$ cat config.mk
export PLATFORM = sky130hd
export DESIGN_NAME = xci_core
export DESIGN_NICKNAME = d
export VERILOG_FILES = /design/src/logic/xci_pkg.sv /design/src/logic/xci_tick_div.sv /design/src/logic/xci_alu.sv /design/src/logic/xci_core.sv
export SDC_FILE = /design/constraint.sdc
export NUM_CORES = 1
export LEC_CHECK = 0
export CAP_MARGIN = 0
export CORE_UTILIZATION = 60
export DETAILED_ROUTE_END_ITERATION = 8
export DONT_BUFFER_PORTS = 1
export HOLD_SLACK_MARGIN = 0.08
export PLACE_DENSITY = 0.87
export SETUP_SLACK_MARGIN = 0.3
export SKIP_CTS_REPAIR_TIMING = 1
export SYNTH_ARGS = -nofsm -noshare
export SYNTH_HDL_FRONTEND = slang
export SYNTH_HIERARCHICAL = 1
export SYNTH_SLANG_ARGS = --single-unit
$ cat constraint.sdc
create_clock -name i_mclk -period 5.3 [get_ports i_mclk]
set_input_delay 1.06 -clock i_mclk [delete_from_list [all_inputs] [get_ports i_mclk]]
set_output_delay 1.06 -clock i_mclk [all_outputs]
set_load 0.01 [all_outputs]
$ cat src/logic/xci_pkg.sv
/*
   Constants and types shared by the exclusive-OR / compare / increment
   datapath slice: opcode patterns, register codes, flag positions,
   machine-cycle lengths, software port map and state encodings.
   Assumes one 50 MHz clock and a byte-wide synchronous memory partner.
*/
// Contract
// - xor writes accumulator xor selected operand back into the accumulator
// - xor decodes as 10101rrr, EE n, AE, or DD/FD AE d
// - register field 000..101 selects B,C,D,E,H,L and 111 the accumulator
// - xor flags: sign bit 7, zero, even parity; half, subtract, carry cleared
// - xor/compare take 4 states register, 7 immediate/pointer, 19 indexed
// - compare subtracts operand for flags only; accumulator unchanged, zero on equal
// - compare decodes as 10111rrr, FE n, BE, or DD/FD BE d
// - compare flags: sign, zero, half borrow bit 4, overflow, borrow, subtract set
// - register increment adds one and stores back into the same register
// - opcode 34 increments the byte addressed by the pointer pair in place
// - indexed increment addresses index register plus signed displacement
// - increment flags: sign, zero, half from bit 3, overflow at 7F; carry kept
// - increment takes 4 states register, 11 pointer pair, 23 indexed
package xci_pkg;

   ////////////////////////////////////////////////////////////////////////////
   // opcode patterns
   localparam logic [7:0] OPC_XOR_IMM = 8'hEE;
   localparam logic [7:0] OPC_CMP_IMM = 8'hFE;
   localparam logic [7:0] OPC_PFX_X   = 8'hDD;
   localparam logic [7:0] OPC_PFX_Y   = 8'hFD;
   localparam logic [4:0] XOR_REG_TOP = 5'h15;
   localparam logic [4:0] CMP_REG_TOP = 5'h17;
   localparam logic [1:0] INC_REG_TOP = 2'h0;
   localparam logic [2:0] INC_REG_LOW = 3'h4;

   ////////////////////////////////////////////////////////////////////////////
   // register codes; code 6 means memory, its slot holds the flags
   localparam logic [2:0] R_B   = 3'h0;
   localparam logic [2:0] R_H   = 3'h4;
   localparam logic [2:0] R_L   = 3'h5;
   localparam logic [2:0] R_MEM = 3'h6;
   localparam logic [2:0] R_F   = 3'h6;
   localparam logic [2:0] R_A   = 3'h7;

   ////////////////////////////////////////////////////////////////////////////
   // flag bit positions
   localparam int FL_S  = 7;
   localparam int FL_Z  = 6;
   localparam int FL_H  = 4;
   localparam int FL_PV = 2;
   localparam int FL_N  = 1;
   localparam int FL_C  = 0;

   ////////////////////////////////////////////////////////////////////////////
   // machine-cycle lengths in states
   localparam logic [2:0] LEN_M1   = 3'h4;
   localparam logic [2:0] LEN_RD   = 3'h3;
   localparam logic [2:0] LEN_RD4  = 3'h4;
   localparam logic [2:0] LEN_CALC = 3'h5;
   localparam logic [2:0] LEN_WR   = 3'h3;

   ////////////////////////////////////////////////////////////////////////////
   // timing: one state lasts at least a 4 MHz period
   localparam int CLK_NS     = 20;
   localparam int T_STATE_NS = 250;
   localparam int T_CYC      = (T_STATE_NS + CLK_NS - 1) / CLK_NS;

   ////////////////////////////////////////////////////////////////////////////
   // software port map
   localparam logic [3:0] A_IXL  = 4'h8;
   localparam logic [3:0] A_IXH  = 4'h9;
   localparam logic [3:0] A_IYL  = 4'hA;
   localparam logic [3:0] A_IYH  = 4'hB;
   localparam logic [3:0] A_PCL  = 4'hC;
   localparam logic [3:0] A_PCH  = 4'hD;
   localparam logic [3:0] A_CTRL = 4'hE;
   localparam logic [3:0] A_STAT = 4'hF;
   localparam int CTRL_RUN  = 0;
   localparam int STAT_BUSY = 0;
   localparam int STAT_PFX  = 1;
   localparam logic [7:0]  RST_BYTE = 8'h00;
   localparam logic [15:0] RST_WORD = 16'h0000;

   ////////////////////////////////////////////////////////////////////////////
   // types
   typedef enum logic [1:0] {OP_XOR, OP_CMP, OP_INC, OP_NOP} xci_op_t;
   typedef enum logic [1:0] {FM_REG, FM_IMM, FM_PTR, FM_IDX} xci_form_t;
   typedef enum logic [5:0] {
      ST_IDLE  = 6'h01,
      ST_FETCH = 6'h02,
      ST_DISP  = 6'h04,
      ST_CALC  = 6'h08,
      ST_READ  = 6'h10,
      ST_WRITE = 6'h20
   } xci_state_t;

endpackage

$ cat src/logic/xci_tick_div.sv
/*
   State-rate divider: one-cycle enable pulse every DIV clocks.
   Assumes the single core clock; free running after reset.
*/
module xci_tick_div #(
   parameter int unsigned DIV = 13
) (
   input  wire logic i_mclk,
   input  wire logic i_resetn,
   output logic      o_tick
);
   localparam int CW = (DIV > 1) ? $clog2(DIV) : 1;
   localparam logic [CW-1:0] LAST = CW'(DIV - 1);
   localparam logic [CW-1:0] ZERO = '0;

   logic [CW-1:0] cnt_q;
   logic [CW-1:0] cnt_d;

   ////////////////////////////////////////////////////////////////////////////
   // wrap counter
   always_comb begin
      cnt_d = (cnt_q == LAST) ? ZERO : cnt_q + CW'(1);
   end

   always_ff @(posedge i_mclk or negedge i_resetn) begin
      if (!i_resetn) begin
         cnt_q <= ZERO;
      end else begin
         cnt_q <= cnt_d;
      end
   end

   assign o_tick = (cnt_q == LAST);  // pulse on the wrap cycle
endmodule

$ cat src/logic/xci_alu.sv
/*
   Combinational result and flag unit for exclusive-OR, compare and
   increment. Flag bits 5 and 3 pass through from the old flags.
   Assumes the caller chooses the operand and what is written back.
*/
module xci_alu
   import xci_pkg::*;
(
   input  xci_op_t    i_op,
   input  wire [7:0]  i_acc,
   input  wire [7:0]  i_opnd,
   input  wire [7:0]  i_flags,
   output logic [7:0] o_res,
   output logic [7:0] o_flags
);
   logic [8:0] diff;

   ////////////////////////////////////////////////////////////////////////////
   // result and flags
   always_comb begin
      diff    = {1'b0, i_acc} - {1'b0, i_opnd};
      o_res   = i_acc;
      o_flags = i_flags;
      case (i_op)
         OP_XOR: begin
            o_res = i_acc ^ i_opnd;
            o_flags[FL_S]  = o_res[7];
            o_flags[FL_Z]  = (o_res == 8'h00);
            o_flags[FL_H]  = 1'b0;
            o_flags[FL_PV] = ~^o_res;
            o_flags[FL_N]  = 1'b0;
            o_flags[FL_C]  = 1'b0;
         end
         OP_CMP: begin
            o_res = i_acc;
            o_flags[FL_S]  = diff[7];
            o_flags[FL_Z]  = (diff[7:0] == 8'h00);
            o_flags[FL_H]  = (i_acc[3:0] < i_opnd[3:0]);
            o_flags[FL_PV] = (i_acc[7] ^ i_opnd[7]) & (diff[7] ^ i_acc[7]);
            o_flags[FL_N]  = 1'b1;
            o_flags[FL_C]  = diff[8];
         end
         OP_INC: begin
            o_res = i_opnd + 8'h01;
            o_flags[FL_S]  = o_res[7];
            o_flags[FL_Z]  = (o_res == 8'h00);
            o_flags[FL_H]  = (i_opnd[3:0] == 4'hF);
            o_flags[FL_PV] = (i_opnd == 8'h7F);
            o_flags[FL_N]  = 1'b0;
         end
         default: begin
            o_res = i_acc;
         end
      endcase
   end
endmodule

$ cat src/logic/xci_core.sv
/*
   Datapath slice that runs exclusive-OR, compare and increment
   instructions from a byte-wide memory, with working registers
   reachable over a plain software port. Unknown opcodes retire as
   4-state no-ops. Assumes the memory runs on i_mclk and returns read
   data in the cycle after o_mem_rd, and takes a write with o_mem_wr.
*/
module xci_core
   import xci_pkg::*;
#(
   parameter int unsigned TICK_DIV = T_CYC
) (
   input  wire logic        i_mclk,
   input  wire logic        i_resetn,
   input  wire logic [3:0]  i_addr,
   input  wire logic [7:0]  i_wdata,
   input  wire logic        i_wr,
   input  wire logic        i_rd,
   output logic      [7:0]  o_rdata,
   output logic      [15:0] o_mem_addr,
   output logic             o_mem_rd,
   output logic             o_mem_wr,
   output logic      [7:0]  o_mem_wdata,
   input  wire logic [7:0]  i_mem_rdata,
   output logic             o_busy,
   output logic             o_done
);

   ////////////////////////////////////////////////////////////////////////////
   // state
   xci_state_t  state_q, state_d;
   xci_op_t     op_q, op_d;
   xci_form_t   form_q, form_d;
   logic [2:0]  tcnt_q, tcnt_d;
   logic [2:0]  len_q, len_d;
   logic [2:0]  rsel_q, rsel_d;
   logic        pfx_q, pfx_d;
   logic        idxy_q, idxy_d;
   logic        run_q, run_d;
   logic [15:0] pc_q, pc_d;
   logic [15:0] idx_x_q, idx_x_d;
   logic [15:0] idx_y_q, idx_y_d;
   logic [15:0] addr_q, addr_d;
   logic [7:0]  mdata_q, mdata_d;
   logic [7:0]  wdata_q, wdata_d;
   logic [7:0]  rdata_q, rdata_d;
   logic        rd_pend_q, rd_pend_d;
   logic        mem_rd_q, mem_rd_d;
   logic        mem_wr_q, mem_wr_d;
   logic        done_q, done_d;
   logic [7:0]  regs_q [0:7];
   logic [7:0]  regs_d [0:7];

   logic        tick;
   logic        last;
   logic        go;
   logic        fin;
   logic        commit;
   logic        rd_pc;
   xci_op_t     dec_op, cur_op;
   xci_form_t   dec_form, cur_form;
   logic [2:0]  dec_r, cur_r;
   logic [7:0]  alu_opnd;
   logic [7:0]  alu_res;
   logic [7:0]  alu_flags;
   logic [15:0] idx_base;

   ////////////////////////////////////////////////////////////////////////////
   // state-rate enable
   xci_tick_div #(
      .DIV (TICK_DIV)
   ) u_div (
      .i_mclk   (i_mclk),
      .i_resetn (i_resetn),
      .o_tick   (tick)
   );

   ////////////////////////////////////////////////////////////////////////////
   // opcode decode of the last fetched byte
   always_comb begin
      dec_op   = OP_NOP;
      dec_form = FM_REG;
      dec_r    = mdata_q[2:0];
      if (mdata_q[7:3] == XOR_REG_TOP) begin
         dec_op   = OP_XOR;
         dec_form = (dec_r == R_MEM) ? FM_PTR : FM_REG;
      end else if (mdata_q[7:3] == CMP_REG_TOP) begin
         dec_op   = OP_CMP;
         dec_form = (dec_r == R_MEM) ? FM_PTR : FM_REG;
      end else if (mdata_q == OPC_XOR_IMM) begin
         dec_op   = OP_XOR;
         dec_form = FM_IMM;
      end else if (mdata_q == OPC_CMP_IMM) begin
         dec_op   = OP_CMP;
         dec_form = FM_IMM;
      end else if (mdata_q[7:6] == INC_REG_TOP && mdata_q[2:0] == INC_REG_LOW) begin
         dec_op   = OP_INC;
         dec_r    = mdata_q[5:3];
         dec_form = (dec_r == R_MEM) ? FM_PTR : FM_REG;
      end
   end

   ////////////////////////////////////////////////////////////////////////////
   // operand selection and arithmetic
   always_comb begin
      cur_op   = (state_q == ST_FETCH) ? dec_op : op_q;
      cur_form = (state_q == ST_FETCH) ? dec_form : form_q;
      cur_r    = (state_q == ST_FETCH) ? dec_r : rsel_q;
      alu_opnd = (cur_form == FM_REG) ? regs_q[cur_r] : mdata_q;
      idx_base = idxy_q ? idx_y_q : idx_x_q;
   end

   xci_alu u_alu (
      .i_op    (cur_op),
      .i_acc   (regs_q[R_A]),
      .i_opnd  (alu_opnd),
      .i_flags (regs_q[R_F]),
      .o_res   (alu_res),
      .o_flags (alu_flags)
   );

   ////////////////////////////////////////////////////////////////////////////
   // sequencer, memory cycles, register writeback and software port
   always_comb begin
      state_d   = state_q;
      op_d      = op_q;
      form_d    = form_q;
      tcnt_d    = tcnt_q;
      len_d     = len_q;
      rsel_d    = rsel_q;
      pfx_d     = pfx_q;
      idxy_d    = idxy_q;
      run_d     = run_q;
      pc_d      = pc_q;
      idx_x_d   = idx_x_q;
      idx_y_d   = idx_y_q;
      addr_d    = addr_q;
      wdata_d   = wdata_q;
      regs_d    = regs_q;
      mem_rd_d  = 1'b0;
      mem_wr_d  = 1'b0;
      done_d    = 1'b0;
      rd_pend_d = mem_rd_q;
      mdata_d   = rd_pend_q ? i_mem_rdata : mdata_q;
      go        = 1'b0;
      fin       = 1'b0;
      commit    = 1'b0;
      rd_pc     = 1'b0;
      last      = (tcnt_q == len_q - 3'h1);

      // software writes; working state only while idle
      if (i_wr) begin
         if (i_addr == A_CTRL) begin
            run_d = i_wdata[CTRL_RUN];
         end else if (state_q == ST_IDLE) begin
            case (i_addr)
               A_IXL:   idx_x_d[7:0]  = i_wdata;
               A_IXH:   idx_x_d[15:8] = i_wdata;
               A_IYL:   idx_y_d[7:0]  = i_wdata;
               A_IYH:   idx_y_d[15:8] = i_wdata;
               A_PCL:   pc_d[7:0]  = i_wdata;
               A_PCH:   pc_d[15:8] = i_wdata;
               A_STAT:  ;
               default: regs_d[i_addr[2:0]] = i_wdata;
            endcase
         end
      end

      // software reads, data in the next cycle only
      rdata_d = RST_BYTE;
      if (i_rd) begin
         case (i_addr)
            A_IXL:   rdata_d = idx_x_q[7:0];
            A_IXH:   rdata_d = idx_x_q[15:8];
            A_IYL:   rdata_d = idx_y_q[7:0];
            A_IYH:   rdata_d = idx_y_q[15:8];
            A_PCL:   rdata_d = pc_q[7:0];
            A_PCH:   rdata_d = pc_q[15:8];
            A_CTRL:  rdata_d = {7'h00, run_q};
            A_STAT:  rdata_d = {6'h00, pfx_q, state_q != ST_IDLE};
            default: rdata_d = regs_q[i_addr[2:0]];
         endcase
      end

      if (tick) begin
         tcnt_d = tcnt_q + 3'h1;
         case (state_q)
            ST_IDLE: begin
               tcnt_d = 3'h0;
               go     = run_q;
            end
            ST_FETCH: begin
               if (last) begin
                  op_d   = dec_op;
                  rsel_d = dec_r;
                  if (!pfx_q && (mdata_q == OPC_PFX_X || mdata_q == OPC_PFX_Y)) begin
                     pfx_d  = 1'b1;
                     idxy_d = (mdata_q == OPC_PFX_Y);
                     go     = 1'b1;
                  end else if (pfx_q) begin
                     if (dec_form == FM_PTR && dec_op != OP_NOP) begin
                        form_d  = FM_IDX;
                        state_d = ST_DISP;
                        len_d   = LEN_RD;
                        rd_pc   = 1'b1;
                     end else begin
                        fin = 1'b1;
                     end
                  end else begin
                     form_d = dec_form;
                     case (dec_form)
                        FM_IMM: begin
                           state_d = ST_READ;
                           len_d   = LEN_RD;
                           rd_pc   = 1'b1;
                        end
                        FM_PTR: begin
                           state_d  = ST_READ;
                           len_d    = (dec_op == OP_INC) ? LEN_RD4 : LEN_RD;
                           tcnt_d   = 3'h0;
                           addr_d   = {regs_q[R_H], regs_q[R_L]};
                           mem_rd_d = 1'b1;
                        end
                        default: begin
                           commit = (dec_op != OP_NOP);
                           fin    = 1'b1;
                        end
                     endcase
                  end
               end
            end
            ST_DISP: begin
               if (last) begin
                  state_d = ST_CALC;
                  len_d   = LEN_CALC;
                  tcnt_d  = 3'h0;
               end
            end
            ST_CALC: begin
               if (last) begin
                  state_d  = ST_READ;
                  len_d    = (op_q == OP_INC) ? LEN_RD4 : LEN_RD;
                  tcnt_d   = 3'h0;
                  addr_d   = idx_base + {{8{mdata_q[7]}}, mdata_q};
                  mem_rd_d = 1'b1;
               end
            end
            ST_READ: begin
               if (last) begin
                  commit = 1'b1;
                  if (op_q == OP_INC) begin
                     state_d  = ST_WRITE;
                     len_d    = LEN_WR;
                     tcnt_d   = 3'h0;
                     wdata_d  = alu_res;
                     mem_wr_d = 1'b1;
                  end else begin
                     fin = 1'b1;
                  end
               end
            end
            ST_WRITE: begin
               fin = last;
            end
            default: begin
               state_d = ST_IDLE;
               tcnt_d  = 3'h0;
            end
         endcase
      end

      // operand read at the program counter
      if (rd_pc) begin
         tcnt_d   = 3'h0;
         addr_d   = pc_q;
         pc_d     = pc_q + 16'h0001;
         mem_rd_d = 1'b1;
      end

      // result and flag writeback
      if (commit) begin
         regs_d[R_F] = alu_flags;
         if (cur_op == OP_XOR) begin
            regs_d[R_A] = alu_res;
         end else if (cur_op == OP_INC && cur_form == FM_REG) begin
            regs_d[cur_r] = alu_res;
         end
      end

      // retire, then fetch the next opcode or stop
      if (fin) begin
         done_d  = 1'b1;
         pfx_d   = 1'b0;
         go      = run_q;
         state_d = ST_IDLE;
      end
      if (go) begin
         state_d  = ST_FETCH;
         len_d    = LEN_M1;
         tcnt_d   = 3'h0;
         addr_d   = pc_q;
         pc_d     = pc_q + 16'h0001;
         mem_rd_d = 1'b1;
      end
   end

   ////////////////////////////////////////////////////////////////////////////
   // registers
   always_ff @(posedge i_mclk or negedge i_resetn) begin
      if (!i_resetn) begin
         state_q   <= ST_IDLE;
         op_q      <= OP_NOP;
         form_q    <= FM_REG;
         tcnt_q    <= 3'h0;
         len_q     <= LEN_M1;
         rsel_q    <= R_B;
         pfx_q     <= 1'b0;
         idxy_q    <= 1'b0;
         run_q     <= 1'b0;
         pc_q      <= RST_WORD;
         idx_x_q   <= RST_WORD;
         idx_y_q   <= RST_WORD;
         addr_q    <= RST_WORD;
         mdata_q   <= RST_BYTE;
         wdata_q   <= RST_BYTE;
         rdata_q   <= RST_BYTE;
         rd_pend_q <= 1'b0;
         mem_rd_q  <= 1'b0;
         mem_wr_q  <= 1'b0;
         done_q    <= 1'b0;
         for (int i = 0; i < 8; i++) begin
            regs_q[i] <= RST_BYTE;
         end
      end else begin
         state_q   <= state_d;
         op_q      <= op_d;
         form_q    <= form_d;
         tcnt_q    <= tcnt_d;
         len_q     <= len_d;
         rsel_q    <= rsel_d;
         pfx_q     <= pfx_d;
         idxy_q    <= idxy_d;
         run_q     <= run_d;
         pc_q      <= pc_d;
         idx_x_q   <= idx_x_d;
         idx_y_q   <= idx_y_d;
         addr_q    <= addr_d;
         mdata_q   <= mdata_d;
         wdata_q   <= wdata_d;
         rdata_q   <= rdata_d;
         rd_pend_q <= rd_pend_d;
         mem_rd_q  <= mem_rd_d;
         mem_wr_q  <= mem_wr_d;
         done_q    <= done_d;
         regs_q    <= regs_d;
      end
   end

   ////////////////////////////////////////////////////////////////////////////
   // outputs
   assign o_rdata     = rdata_q;
   assign o_mem_addr  = addr_q;
   assign o_mem_rd    = mem_rd_q;
   assign o_mem_wr    = mem_wr_q;
   assign o_mem_wdata = wdata_q;
   assign o_busy      = (state_q != ST_IDLE);
   assign o_done      = done_q;
endmodule

==> summary.md <==
| Metric | Value |
|---|---|
| Status | `completed` |
| Crit-path slowest cell | `or4b_1` |
| Crit path from | `mdata_q[6]` |
| CTS tree | `done` |
| Storage cell area | `4560 um2` |
| Main flop type after synthesis | `dfrtp_1` |
| Max clock buf depth | `2` |
| RSZ-0062 raised after global routing | `false` |
| Routing usage on met2 | `between 50% and 60%` |
| Fin. max-slew vios | `0` |
| Fill cells | `1,657` |
| Initial antenna violation count | `0` |
| Number of flops mapped to enable cells by yosys | `0` |
| Met1 GRT Util | `between 40% and 50%` |
| Final hold vios | `0` |
| Cell count after synthesis | `1,280` |
| Layout overhead on the synthesized area | `5.77%` |
| Grt met3 use | `7.71%` |
| Die W | `around 150 um` |
| # setup viols final | `0` |
| Arrival @ worst endpoint | `5.08 ns` |
| TritonCTS buffer count | `17` |
| Yosys synthesis warning count | `6` |
| Final Cell Area | `13,100 um2` |
| Root Driver | `clkbuf_16` |
| Number of global-route vias before repair | `10,303` |
| Top-Level Pins | `60` |
| DR iter-0 viols | `~1,300` |
| Commonest cells after routing, fill and taps aside | `dfrtp_1, nand2_1, mux2i_1` |
| H-tree depth | `4` |
| Mean post-synth cell area | `about 10 um2` |
| Core Rows | `52` |
| Worst Tran Pin Value | `approximately 1.4 ns` |
| Max IR drop VDD | `0.321 mV` |
| Layout cells sized above 1 | `17.4%` |
| Die area | `21,300 um2` |
| PortBufs | `0` |
| Delay of the slowest cell on the worst path | `~0.71 ns` |
| CP Launch Type | `flip-flop` |
| Cell Area, Synth | `12,400 um2` |
| Cell accounting for the most synthesized area | `dfrtp_1` |
| Crit-path max FO | `18` |
| Area post-placement | `around 12,000 um2` |
| Yosys reg bits | `between 150 and 200` |
| Remaining antenna violation count | `0` |
| Area contributors post-synth | `dfrtp_1, mux2_2, mux2i_1` |
| Async set-or-reset flop fraction in the synthesized netlist | `100%` |
| Area of the multi-input gates | `7310 um2` |
| Rel. slew slack | `8.48%` |
| Post-synthesis sequential area ratio | `36.7%` |
| Tot GR Track Use | `35.8%` |
| Commonest non-fill, non-tap cell in the layout | `dfrtp_1` |
| # nets final | `1,292` |
| Final TNS setup | `0 ns` |
| Drt drc | `0` |
| Final worst path period need | `4.71 ns` |
| # diodes | `0` |
| Vias per inst | `slightly above 7` |
| Core area | `about 20,000 um2` |
| Most frequent CP cell | `mux2i_1` |
| Clock Skew | `roughly 0.015 ns` |
| Via Count | `10,663` |
| Routed len/inst | `24.6 um` |
| Critical Path, Cell by Cell | `or4b_1 > o31ai_2 > mux2i_1 > and2_2 > a221oi_1 > nor2_1 > o22a_1 > ha_1 > fa_1 > nand2b_1 > a21oi_1 > xnor2_1 > nand3_1 > o41ai_1 > mux2i_1 > o21ai_0` |
| Worst Setup End Kind | `flip-flop` |
| Post-synth net total | `around 1,300` |
| Total clock sinks | `about 180` |
| Top-area cell type share of the netlist area | `35.8%` |
| Final period util | `between 80 and 90%` |
| Critical path class | `reg2reg` |
| First-pass GRT wire length | `~58,000 um` |
| Netlist cell types | `roughly 90` |
| Routability cong. | `0.995` |
| Starting Density | `61.2%` |
| Largest net degree at the start of global routing | `183` |
| Total gr overflow | `0` |
| Crit Reg-Reg Startpoint | `mdata_q[6]` |
| Reg2reg path depth | `16` |
| MaxCap Viol Count | `0` |
| Post-detail-place hpwl | `26,600 um` |
| Insertion delay to the later sink of the worst-skew pair | `~0.46 ns` |
| Final setup margin | `~0.59 ns` |
| Leak pwr | `~0.0056 uW` |
| WP data required | `5.67 ns` |
| R2r endpoint | `regs_q[14]` |
| Worst reg2reg setup slack | `~0.6 ns` |
| Pre-Repair DR Iteration Count | `9` |
| Detailed Route WL | `between 30,000 and 40,000 um` |
| Worst hold slack | `0.291 ns` |
| Pre-CTS setup slack | `approximately 0.46 ns` |
| Core Util, Final | `64.8%` |
| Achievable frequency | `212 MHz` |
| GR peak layer | `met2` |
| Clock-pin slew on the worst setup and hold paths | `0.08 ns` |
| Worst hold-check path type | `in2async` |
| PD cells | `502 nW/um2` |
| Die height | `146 um` |
power by group:
part	total (uW)	leakage, uW	switching, uW	internal [uW]
combinational	2960	0.00312	1610	1350
sequential	2280	0.00219	521	1750
clock	1370	0.000306	591	779
registers in the layout, indices dropped and copies added (netlist names), 8 cells and up:
| signal | flops |
|---|---|
| idx_x_q | 16 |
| mdata_q | 8 |
| idx_y_q | 16 |
| pc_q | 16 |
| o_mem_wdata | 8 |
| regs_q | 64 |
| o_rdata | 8 |
| o_mem_addr | 16 |
cell type report:
type	instances	share of cell area (%)
repair buffers	19	1.08
multi-input cells	963	55.6
clock inverters	11	1.23
clock buffers	21	3.50
inverters	47	1.34
well taps	270	2.57
flip-flops and latches	182	34.7
per-layer routing:
| metal | part of all wire (%) | vias up |
|---|---|---|
| li1 | - | 4618 |
| met3 | 11 | 178 |
| met2 | 45 | 717 |
| met1 | 38 | 5150 |
| met4 | 6.2 | 0 |
| met5 | 0 | - |
through the flow:
step / power (uW) / cells
2_1_floorplan: 4340 / 1280
3_5_place_dp: 5100 / 1481
5_1_grt: 6930 / 1513
6_report: 6600 / 1513
4_1_cts: 6490 / 1513
3_3_place_gp: 5020 / 1481
synth_stat cells, drive strengths merged, types with 27 or more instances:
library cell / number
mux4: 29
mux2i: 95
buf: 39
a21oi: 45
o21ai: 128
dfrtp: 178
nor2: 78
ha: 36
clkbuf: 49
nand3: 27
mux2: 92
nand2: 137
inv: 46
cells by family (layout without fill, tap and decap cells):
logic type | after synthesis | count (layout) | share of synthesized area (%)
AND/OR/NAND/NOR | 361 | 361 | 14.4
AO/OA/AOI/OAI | 320 | 320 | 16.8
multiplexers | 216 | 216 | 21.3
flip-flops | 182 | 182 | 36.7
buffers and inverters | 135 | 98 | 4.79
adder cells (fa/ha/maj) | 38 | 38 | 3.95
XOR/XNOR | 28 | 28 | 2.08
worst max-delay path, delay by kind of cell, from the launching register on:
kind	cells	cell delay (ns)
AND/OR/NAND/NOR	5	1.36
multiplexers	2	0.28
AO/OA/AOI/OAI	6	1.65
XOR/XNOR	1	0.16
adder cells (fa/ha/maj)	2	0.64
flip-flops	1	0.53
worst max path at each step:
stage / to / slack, ns / depth (start not counted)
finish: regs_q[14] / 0.59 / 16
global route: regs_q[14] / 0.32 / 17
CTS: regs_q[15] / 0.43 / 15
detailed placement: regs_q[15] / 0.46 / 15
global placement: regs_q[15] / 0.59 / 15
floorplan: regs_q[14] / 0.75 / 20
Power figures use the tool's default switching activity.
